<file path="config.mk">
export PLATFORM = sky130hd
export DESIGN_NAME = mds_sequencer
export DESIGN_NICKNAME = d
export VERILOG_FILES = /design/src/include/mds_pkg.sv /design/src/mds_sequencer.sv
export VERILOG_INCLUDE_DIRS = /design/src /design/src/include
export SDC_FILE = /design/constraint.sdc
export NUM_CORES = 1
export LEC_CHECK = 0
export BUFFER_PORTS_ARGS = -buffer_cell sky130_fd_sc_hd__buf_2
export CAP_MARGIN = 20
export CORE_MARGIN = 5
export CORE_UTILIZATION = 35
export CTS_CLUSTER_SIZE = 28
export DETAILED_ROUTE_END_ITERATION = 16
export PLACE_DENSITY_LB_ADDON = 0.1
export SLEW_MARGIN = 25
export SYNTH_ARGS = -nofsm -noshare
export SYNTH_HDL_FRONTEND = slang
export SYNTH_SLANG_ARGS = --single-unit
</file>
<file path="constraint.sdc">
create_clock -name ref_clk -period 1.5 [get_ports ref_clk]
set_input_delay 0.3 -clock ref_clk [delete_from_list [all_inputs] [get_ports ref_clk]]
set_output_delay 0.3 -clock ref_clk [all_outputs]
set_load 0.1 [all_outputs]
</file>
<file path="src/include/mds_params.svh">
`ifndef MDS_PARAMS_SVH
`define MDS_PARAMS_SVH
// configuration field positions
`define MDS_CW0_DIVSYNC_EN_BIT    2
`define MDS_CW1_QUAD_BIT          8
`define MDS_CW16_CHSEL_HI         13
`define MDS_CW16_CHSEL_LO         12
`define MDS_CW16_DUAL_VAL         2'h3
`define MDS_CW24_PLLSYNC_EN_BIT   11
`define MDS_CW27_FUSE_SLEEP_BIT   11
`define MDS_CW31_FMT_HI           3
`define MDS_CW31_FMT_LO           2
`define MDS_CW32_WR_HI            15
`define MDS_CW32_WR_LO            12
`define MDS_CW32_RD_HI            11
`define MDS_CW32_RD_LO            8
`define MDS_CW32_DIVSRC_BIT       0
// sync source codes
`define MDS_SRC_OFF               4'h0
`define MDS_SRC_FRAME             4'h1
`define MDS_SRC_ALIGN             4'h2
`define MDS_SRC_STROBE            4'h4
`define MDS_FMT_FRAME             2'h0
`define MDS_FMT_ALIGN             2'h1
// defaults
`define MDS_DIV_RESET_VAL         4'h0
`define MDS_PLLDIV_RESET_VAL      6'h00
`endif

</file>
<file path="src/include/mds_pkg.sv">
package mds_pkg;
  // sequencer phase
  typedef enum logic [1:0] {
    MDS_IDLE   = 2'b00,
    MDS_ARMED  = 2'b01,
    MDS_SYNCED = 2'b11,
    MDS_RUN    = 2'b10
  } mds_state_t;
endpackage : mds_pkg

</file>
<file path="src/mds_sequencer.sv">
`timescale 1ns/1ps
`default_nettype none
`include "mds_params.svh"
module mds_sequencer
  import mds_pkg::*;
#(
  parameter int DIV_W    = 4,
  parameter int PLLDIV_W = 6
) (
  // clock and reset
  input  wire logic                ref_clk,
  input  wire logic                nrst,
  // external pins
  input  wire logic                alignPulse,
  input  wire logic                framePulse,
  input  wire logic                extStrobe,
  input  wire logic                txGatePin,
  // configuration words
  input  wire logic [15:0]         configurationWordZero,
  input  wire logic [15:0]         configurationWordOne,
  input  wire logic [15:0]         configurationWordSixteen,
  input  wire logic [15:0]         configurationWordTwentyFour,
  input  wire logic [15:0]         configurationWordThirtyOne,
  input  wire logic [15:0]         configurationWordThirtyTwo,
  input  wire logic                pllEnable,
  input  wire logic                dualSyncMode,
  input  wire logic                sifTxEnable,
  input  wire logic [PLLDIV_W-1:0] pllDivLast,
  // status and sync outputs
  output logic                     dualChannel,
  output logic                     wrPtrReset,
  output logic                     rdPtrReset,
  output logic                     fmtReset,
  output logic                     divReset,
  output logic                     pllDivReset,
  output logic [DIV_W-1:0]         divPhase,
  output logic                     internalStrobe,
  output logic                     txActive,
  output mds_state_t               seqState
);

  logic rstMeta;
  logic rstSync;
  // reset release through two flops
  always_ff @(posedge ref_clk or negedge nrst) begin
    if (!nrst) begin
      rstMeta <= 1'b0;
      rstSync <= 1'b0;
    end else begin
      rstMeta <= 1'b1;
      rstSync <= rstMeta;
    end
  end

  // pin synchronisers, three stages, change when stages two and three agree
  logic [3:0] pinS1_q, pinS2_q, pinS3_q, pinV_q;
  logic [3:0] pinV_d;
  logic [3:0] pinRaw;
  assign pinRaw = {txGatePin, extStrobe, framePulse, alignPulse};
  genvar gi;
  generate
    for (gi = 0; gi < 4; gi++) begin : gSync
      always_comb begin
        pinV_d[gi] = (pinS2_q[gi] == pinS3_q[gi]) ? pinS3_q[gi] : pinV_q[gi];
      end
    end
  endgenerate
  always_ff @(posedge ref_clk or negedge rstSync) begin
    if (!rstSync) begin
      pinS1_q <= 4'h0;
      pinS2_q <= 4'h0;
      pinS3_q <= 4'h0;
      pinV_q  <= 4'h0;
    end else begin
      pinS1_q <= pinRaw;
      pinS2_q <= pinS1_q;
      pinS3_q <= pinS2_q;
      pinV_q  <= pinV_d;
    end
  end

  // rising edges of filtered pins
  logic [3:0] pinPrev_q;
  logic [3:0] pinRise;
  always_ff @(posedge ref_clk or negedge rstSync) begin
    if (!rstSync) pinPrev_q <= 4'h0;
    else          pinPrev_q <= pinV_q;
  end
  assign pinRise = pinV_q & ~pinPrev_q;
  logic alignRise, frameRise, strobeRise;
  assign alignRise  = pinRise[0];
  assign frameRise  = pinRise[1];
  assign strobeRise = pinRise[2];

  // configuration field decode
  logic [3:0] wrSrc, rdSrc;
  logic [1:0] fmtSrc;
  logic       divSrcStrobe, divSyncEn, pllSyncEn;
  assign wrSrc  = configurationWordThirtyTwo[`MDS_CW32_WR_HI:`MDS_CW32_WR_LO];
  assign rdSrc  = configurationWordThirtyTwo[`MDS_CW32_RD_HI:`MDS_CW32_RD_LO];
  assign fmtSrc = configurationWordThirtyOne[`MDS_CW31_FMT_HI:`MDS_CW31_FMT_LO];
  assign divSrcStrobe = configurationWordThirtyTwo[`MDS_CW32_DIVSRC_BIT];
  assign divSyncEn    = configurationWordZero[`MDS_CW0_DIVSYNC_EN_BIT];
  assign pllSyncEn    = configurationWordTwentyFour[`MDS_CW24_PLLSYNC_EN_BIT];
  assign dualChannel  = !configurationWordOne[`MDS_CW1_QUAD_BIT] &&
                        (configurationWordSixteen[`MDS_CW16_CHSEL_HI:`MDS_CW16_CHSEL_LO]
                         == `MDS_CW16_DUAL_VAL);

  // pll feedback divider and internal strobe
  logic [PLLDIV_W-1:0] pllCnt_q, pllCnt_d;
  logic                pllRst_q, pllRst_d;
  logic                intStb_q, intStb_d;
  always_comb begin
    pllRst_d = pllEnable && pllSyncEn && alignRise;
    if (pllRst_d) pllCnt_d = PLLDIV_W'(`MDS_PLLDIV_RESET_VAL);
    else if (pllCnt_q == pllDivLast) pllCnt_d = PLLDIV_W'(`MDS_PLLDIV_RESET_VAL);
    else pllCnt_d = pllCnt_q + 1'b1;
    intStb_d = pllEnable && !pllRst_d && (pllCnt_q == pllDivLast);
  end
  always_ff @(posedge ref_clk or negedge rstSync) begin
    if (!rstSync) begin
      pllCnt_q <= PLLDIV_W'(`MDS_PLLDIV_RESET_VAL);
      pllRst_q <= 1'b0;
      intStb_q <= 1'b0;
    end else begin
      pllCnt_q <= pllCnt_d;
      pllRst_q <= pllRst_d;
      intStb_q <= intStb_d;
    end
  end
  assign pllDivReset    = pllRst_q;
  assign internalStrobe = intStb_q;

  // effective strobe: internal in pll mode, external pin otherwise
  logic strobeEv;
  assign strobeEv = pllEnable ? intStb_q : strobeRise;

  // source selection
  function automatic logic srcHit(input logic [3:0] sel, input logic fr,
                                  input logic al, input logic st);
    case (sel)
      `MDS_SRC_FRAME:  srcHit = fr;
      `MDS_SRC_ALIGN:  srcHit = al;
      `MDS_SRC_STROBE: srcHit = st;
      default:         srcHit = 1'b0; // off code and unused codes
    endcase
  endfunction : srcHit

  // pointer, formatter and divider sync
  logic wrHit, rdHit, fmtHit, divHit;
  logic wrR_q, rdR_q, fmtR_q, divR_q, wrHand_q;
  logic wrR_d, rdR_d, fmtR_d, divR_d;
  logic [DIV_W-1:0] div_q, div_d;
  always_comb begin
    wrHit  = srcHit(wrSrc, frameRise, alignRise, strobeEv);
    rdHit  = srcHit(rdSrc, frameRise, alignRise, strobeEv);
    fmtHit = (fmtSrc == `MDS_FMT_FRAME) ? frameRise :
             (fmtSrc == `MDS_FMT_ALIGN) ? alignRise : 1'b0;
    divHit = divSyncEn && (divSrcStrobe ? strobeEv : (frameRise | alignRise));
    wrR_d  = wrHit;
    if (dualSyncMode) rdR_d = rdHit;
    else              rdR_d = wrHand_q;
    fmtR_d = fmtHit;
    divR_d = divHit;
    if (divHit) div_d = DIV_W'(`MDS_DIV_RESET_VAL);
    else        div_d = div_q + 1'b1;
  end
  always_ff @(posedge ref_clk or negedge rstSync) begin
    if (!rstSync) begin
      wrR_q    <= 1'b0;
      wrHand_q <= 1'b0;
      rdR_q    <= 1'b0;
      fmtR_q   <= 1'b0;
      divR_q   <= 1'b0;
      div_q    <= DIV_W'(`MDS_DIV_RESET_VAL);
    end else begin
      wrR_q    <= wrR_d;
      wrHand_q <= wrR_q; // resample of write pointer reset
      rdR_q    <= rdR_d;
      fmtR_q   <= fmtR_d;
      divR_q   <= divR_d;
      div_q    <= div_d;
    end
  end
  assign wrPtrReset = wrR_q;
  assign rdPtrReset = rdR_q;
  assign fmtReset   = fmtR_q;
  assign divReset   = divR_q;
  assign divPhase   = div_q;

  // sequencer state and transmit gating
  mds_state_t st_q, st_d;
  logic tx_q, tx_d;
  always_comb begin
    tx_d = pinV_q[3] || sifTxEnable;
    st_d = st_q;
    case (st_q)
      MDS_IDLE:   if (divSyncEn || pllSyncEn) st_d = MDS_ARMED;
      MDS_ARMED:  if (divR_q || rdR_q) st_d = MDS_SYNCED;
      MDS_SYNCED: if (tx_d) st_d = MDS_RUN;
      MDS_RUN:    if (!tx_d) st_d = MDS_IDLE;
      default:    st_d = MDS_IDLE;
    endcase
  end
  always_ff @(posedge ref_clk or negedge rstSync) begin
    if (!rstSync) begin
      st_q <= MDS_IDLE;
      tx_q <= 1'b0;
    end else begin
      st_q <= st_d;
      tx_q <= tx_d;
    end
  end
  assign txActive = tx_q;
  assign seqState = st_q;

endmodule : mds_sequencer
`default_nettype wire

</file>
## After elaboration in Yosys (flattened, before gate mapping)

Index checks and enable logic that the tools add are counted.
Widths: inputs -> output; s select.

- Multiplexer cells: 15
- $add $sub $neg: 2
- Eq/ne operators: 20
- Reduce and logical (&&, ||, !) cells: 14
- Bitwise logic cells: 3

Operator list:

| kind | number |
|---|---|
| $mux 6 | 2 |
| $eq 4x1->1 const B | 2 |
| $eq 4x2->1 const B | 2 |
| $eq 4x3->1 const B | 2 |
| $mux 2 | 4 |
| $ne 2x2->1 const B | 4 |
| $pmux 2 s4 | 1 |
| $add 6x1->6 const B | 1 |
| $eq 2x2->1 const B | 3 |
| $eq 6x6->1 | 1 |
| $logic_and 1x1->1 | 6 |
| $pmux 1 s3 | 2 |
| $mux 1 | 5 |
| $add 4x1->4 const B | 1 |
| $eq 1x1->1 | 4 |
| $eq 2x1->1 const B | 2 |
| $logic_not 2->1 | 2 |
| $mux 4 | 1 |
| $reduce_and 4->1 | 1 |
| $and 3x3->3 | 1 |
| $logic_or 1x1->1 | 3 |
| $not 3->3 | 1 |
| $logic_not 1->1 | 2 |
| $or 1x1->1 | 1 |

- Input port bits: 111
- Output and inout port bits: 14
- Bits in registers: 41
- Logic and storage cells: 75

## Depth between registers and ports, before layout

- Depth in word-level cells: 6
- Depth in mapped cells: 4
- Gate-level depth less buffers: 4

## Worst setup path after synthesis

No wires, ideal clock.

- Path kind: input-to-output
- From: input port configurationWordSixteen[12]
- To: output port dualChannel
- Stages: 2
- Path buffers: 0
- Data required time: 1.200 ns
- Arrival time: 1.598 ns
- Slack: -0.398 ns
- Path through: nand2_1 nor2_1

- Word-level cells in the longest chain between the ends: 2

RTL lines:

| item | line | text |
|---|---|---|
| start: declaration | mds_sequencer.sv:21 | `input wire logic [15:0] configurationWordSixteen,` |
| $eq 2x2->1 (no source line) | n/a |  |
| $logic_and 1x1->1 | mds_sequencer.sv:105 | `` assign dualChannel = !configurationWordOne[`MDS_CW1_QUAD_BIT] && `` |
| end: declaration | mds_sequencer.sv:30 | `output logic dualChannel,` |

No other way between the ends.

## Worst setup path in the final report

- From: register pllCnt_q[3]
- To: register intStb_q (netlist: internalStrobe)

- Word-level cells in the longest chain between the ends: 2

RTL lines:

| item | line | text |
|---|---|---|
| start: declaration | mds_sequencer.sv:110 | `logic [PLLDIV_W-1:0] pllCnt_q, pllCnt_d;` |
| start signal: assignment | mds_sequencer.sv:122 | `` pllCnt_q <= PLLDIV_W'(`MDS_PLLDIV_RESET_VAL); `` |
| start signal: assignment | mds_sequencer.sv:126 | `pllCnt_q <= pllCnt_d;` |
| $eq 6x6->1 | mds_sequencer.sv:118 | `intStb_d = pllEnable && !pllRst_d && (pllCnt_q == pllDivLast);` |
| $logic_and 1x1->1 | mds_sequencer.sv:118 |  |
| net intStb_d | mds_sequencer.sv:112 | `logic intStb_q, intStb_d;` |
| end signal: assignment | mds_sequencer.sv:128 | `intStb_q <= intStb_d;` |
| end: declaration | mds_sequencer.sv:112 |  |

The timed path passes the listed nets, and every way through them passes these cells.
A chain may end at the register's enable or synchronous reset.

==> reports/metrics.yaml <==
rows: 24
postCtsSetupBuffers: 0
grt_pass1_wl_microns: 5310
drv_slew: 0
cp_slowest_cell: "nor4_4"
grt_setup_unrepaired: "no"
p_int_mw: 1.97
yosysWarnings: 0
path_cells: "xor2_1 -> nor4_4 -> and4_1"
post_synth.cell_area_avg_sq_um: 13.2
critPathMaxFanout: 7
syn_area_sq_mm: 0.00157
vias: 1075
antenna_cells: 0
cp-startpoint: "pllCnt_q[3]"
grt_max_degree: 40
synth_seq_cells: 41
postRouteAntennaNets: 0
p_clk_share_pct: 19.9
crit_family: "simple AND/OR/NAND/NOR gates"
grt_pass1_vias: 1113
dieArea_sq_mm: 0.00593
drive_above_1_share_pct: 33.9
max_cap_viol_count: 0
worstReg2RegStart: "pllCnt_q[3]"
critPathRequiredTime_ns: 1.72
place_congestion: 0.749
crit_path_end_kind: "flip-flop"
clk_pin_slew_worst_paths_ns: 0.08
layout_min_cycle_time_ns: 1.44
critPathMaxStageDelay_ns: 0.46
synth_edf_count: 0
nNetsFinal: 286
ir_drop_mv: 0.692
viasPerCell: 4.76
fin_tns_setup_ns: 0
synthArstFlopShare_pct: 100
io_pins: 125
drt_iter0_drc: 38
hold_viol: 0
clock-sinks: 41
ys_seq_area_share_pct: 65.3
initial_core_util_pct: 36.1
dp_hpwl_microns: 2340
antenna_found_initial: 0
combPwrFrac_pct: 36.3
run_status: "finished, final reports clean"
die_width_microns: 77.0
routedWlPerCell_microns: 13.6
synth_cells: 119
crit_buf_inv: 0
drc: 0
cp-endpoint: "internalStrobe"
port_buffers: 44
p_seq_share_pct: 43.7
syn_to_final_growth_pct: 27.6
synth.distinct_cells: 35
dr.pass1.iters: 4
r2r_end: "internalStrobe"
fin_crit_sh_pct: 96.3
power_density_mw_per_mm2: 1700
static-leakage-power_nw: 0.957
setup_viol: 0
grt_overflow: 0
cts-root-buf: "clkbuf_8"
rrSetupSlack_ns: 0.06
synthFlopType: "dfrtp_1"
hp-class: "in2reg"
die_h_microns: 77.0
cp.depth: 3
p_sw_share_pct: 42.1
start_kind: "flip-flop"
numCtsBuffers: 5
power.switching_mw: 1.43
finalWirelength_microns: 3070
cp.arrival_ns: 1.66
fin_skew_ns: 0.00809
cts_tree: "done"
clk_path_buf_depth: 2
clock_latency_ns: 0.28
cts_hold_buf: 1
p_total_mw: 3.41
grt_usage_pct: 11.2
path_class: "reg2reg"
post_cts_resized: 0
htree_num_levels: 2
synth_nets: 232
ff2ff_path_depth: 3
fp.coreArea_sq_mm: 0.00435
fmax_mhz: 693
==> routing by layer <==
| layer | GRT usage [%] | up-vias | wire length [microns] |
|---|---|---|---|
| li1 | - | 529 | - |
| met1 | 15.0 | 501 | 1420 |
| met2 | 15.3 | 40 | 1290 |
| met4 | 4.12 | 0 | 45 |
| met3 | 5.85 | 5 | 303 |
| met5 | 0 | - | 0 |
==> synth_stat cells (2+ instances only) <==
cell type / count / area share [%]
ha_1: 2 / 1.6
nor2b_1: 3 / 1.2
maj3_1: 4 / 2.5
dfrtp_1: 41 / 65
nor2_1: 6 / 1.4
xor2_1: 9 / 5.0
and2_1: 2 / 0.80
o211ai_1: 2 / 0.96
xnor2_1: 2 / 1.1
o21ai_0: 2 / 0.64
nor4bb_1: 2 / 1.3
a21oi_1: 7 / 2.2
nor3b_1: 2 / 0.96
inv_1: 4 / 0.96
nand2_1: 4 / 0.96
a211oi_1: 4 / 1.9
nand3_1: 5 / 1.6
==> kinds of logic (layout without fill, tap and decap cells) <==
logic type	after synthesis	after routing	share of synthesized area, %
flip-flops	41	41	65.3
buffers and inverters	5	60	1.27
XOR/XNOR	11	11	6.13
multiplexers	1	1	0.637
other	1	1	0.239
adder cells (fa/ha/maj)	6	6	4.14
AND/OR/NAND/NOR	30	30	11.9
AO/OA/AOI/OAI	24	24	10.4
==> cells in the final DEF, fill, tap and decap left out, types with 2 or more instances in the layout <==
cell type,count
a211oi_1,4
a21oi_1,7
and2_1,2
buf_12,2
buf_2,43
buf_4,2
clkbuf_1,2
clkbuf_8,5
dfrtp_1,38
dfrtp_2,2
ha_1,2
inv_1,4
maj3_1,4
nand2_1,4
nand3_1,5
nor2_1,5
nor2b_1,3
nor3b_1,2
nor4bb_1,2
o211ai_1,2
o21ai_0,2
xnor2_1,2
xor2_1,9
==> layout make-up <==
type	count	area (sq um)
Clock buffer	7	76.3
Clock inverter	1	8.76
Fill cell	415	2350
Inverter	4	15.0
Multi-Input combinational cell	73	528
Sequential cell	41	1030
Tap cell	52	65.1
Timing Repair Buffer	48	280
==> worst reg2reg max path, stage by stage, from the launching register on <==
cell and delay (ns):
dfrtp_1 0.44, xor2_1 0.21, nor4_4 0.46, and4_1 0.27
==> worst min path at each step <==
| stage | slack, ns | end | depth (start not counted) | start |
|---|---|---|---|---|
| finish | 0.11 | pinS1_q[1] | 1 | framePulse |
| CTS | 0.1 | pinS1_q[1] | 1 | framePulse |
| floorplan | 0.004 | rstMeta | 0 | nrst |
| detailed placement | 0.09 | rstSync | 1 | nrst |
| global route | 0.09 | pinS1_q[3] | 1 | txGatePin |
| global placement | 0.09 | rstSync | 1 | nrst |
==> power groups by stage <==
stage                     Combinational [mW]  Clock [mW]  Sequential, mW
after detailed placement                1.24           0            1.52
after global routing                    1.31       0.783            1.53
after global placement                  1.22           0            1.51
after floorplan                        0.437           0            2.04
final                                   1.24       0.679            1.49
after CTS                               1.25       0.724            1.49
==> state kept, by name, summed over array words and instances (netlist names), 2 cells and up <==
signal,count
divPhase,4
pinPrev_q,3
pinS1_q,4
pinS2_q,4
pinS3_q,4
pinV_q,4
pllCnt_q,6
seqState,2
==> metrics by stage <==
stage               area (sq um)  cells  worst slack, ns  util (%)  hold WS [ns]
floorplan                   1580    119          0.00435         -       0.00441
global placement            1910    217            0.122      43.9        0.0858
detailed placement          1910    217           0.0714      43.9        0.0870
CTS                         2010    226           0.0496      46.1        0.0988
global route                2010    226         0.000599      46.1        0.0859
finish                      2010    226           0.0561      46.1         0.115
No activity file was read; power rests on OpenSTA's default activity.
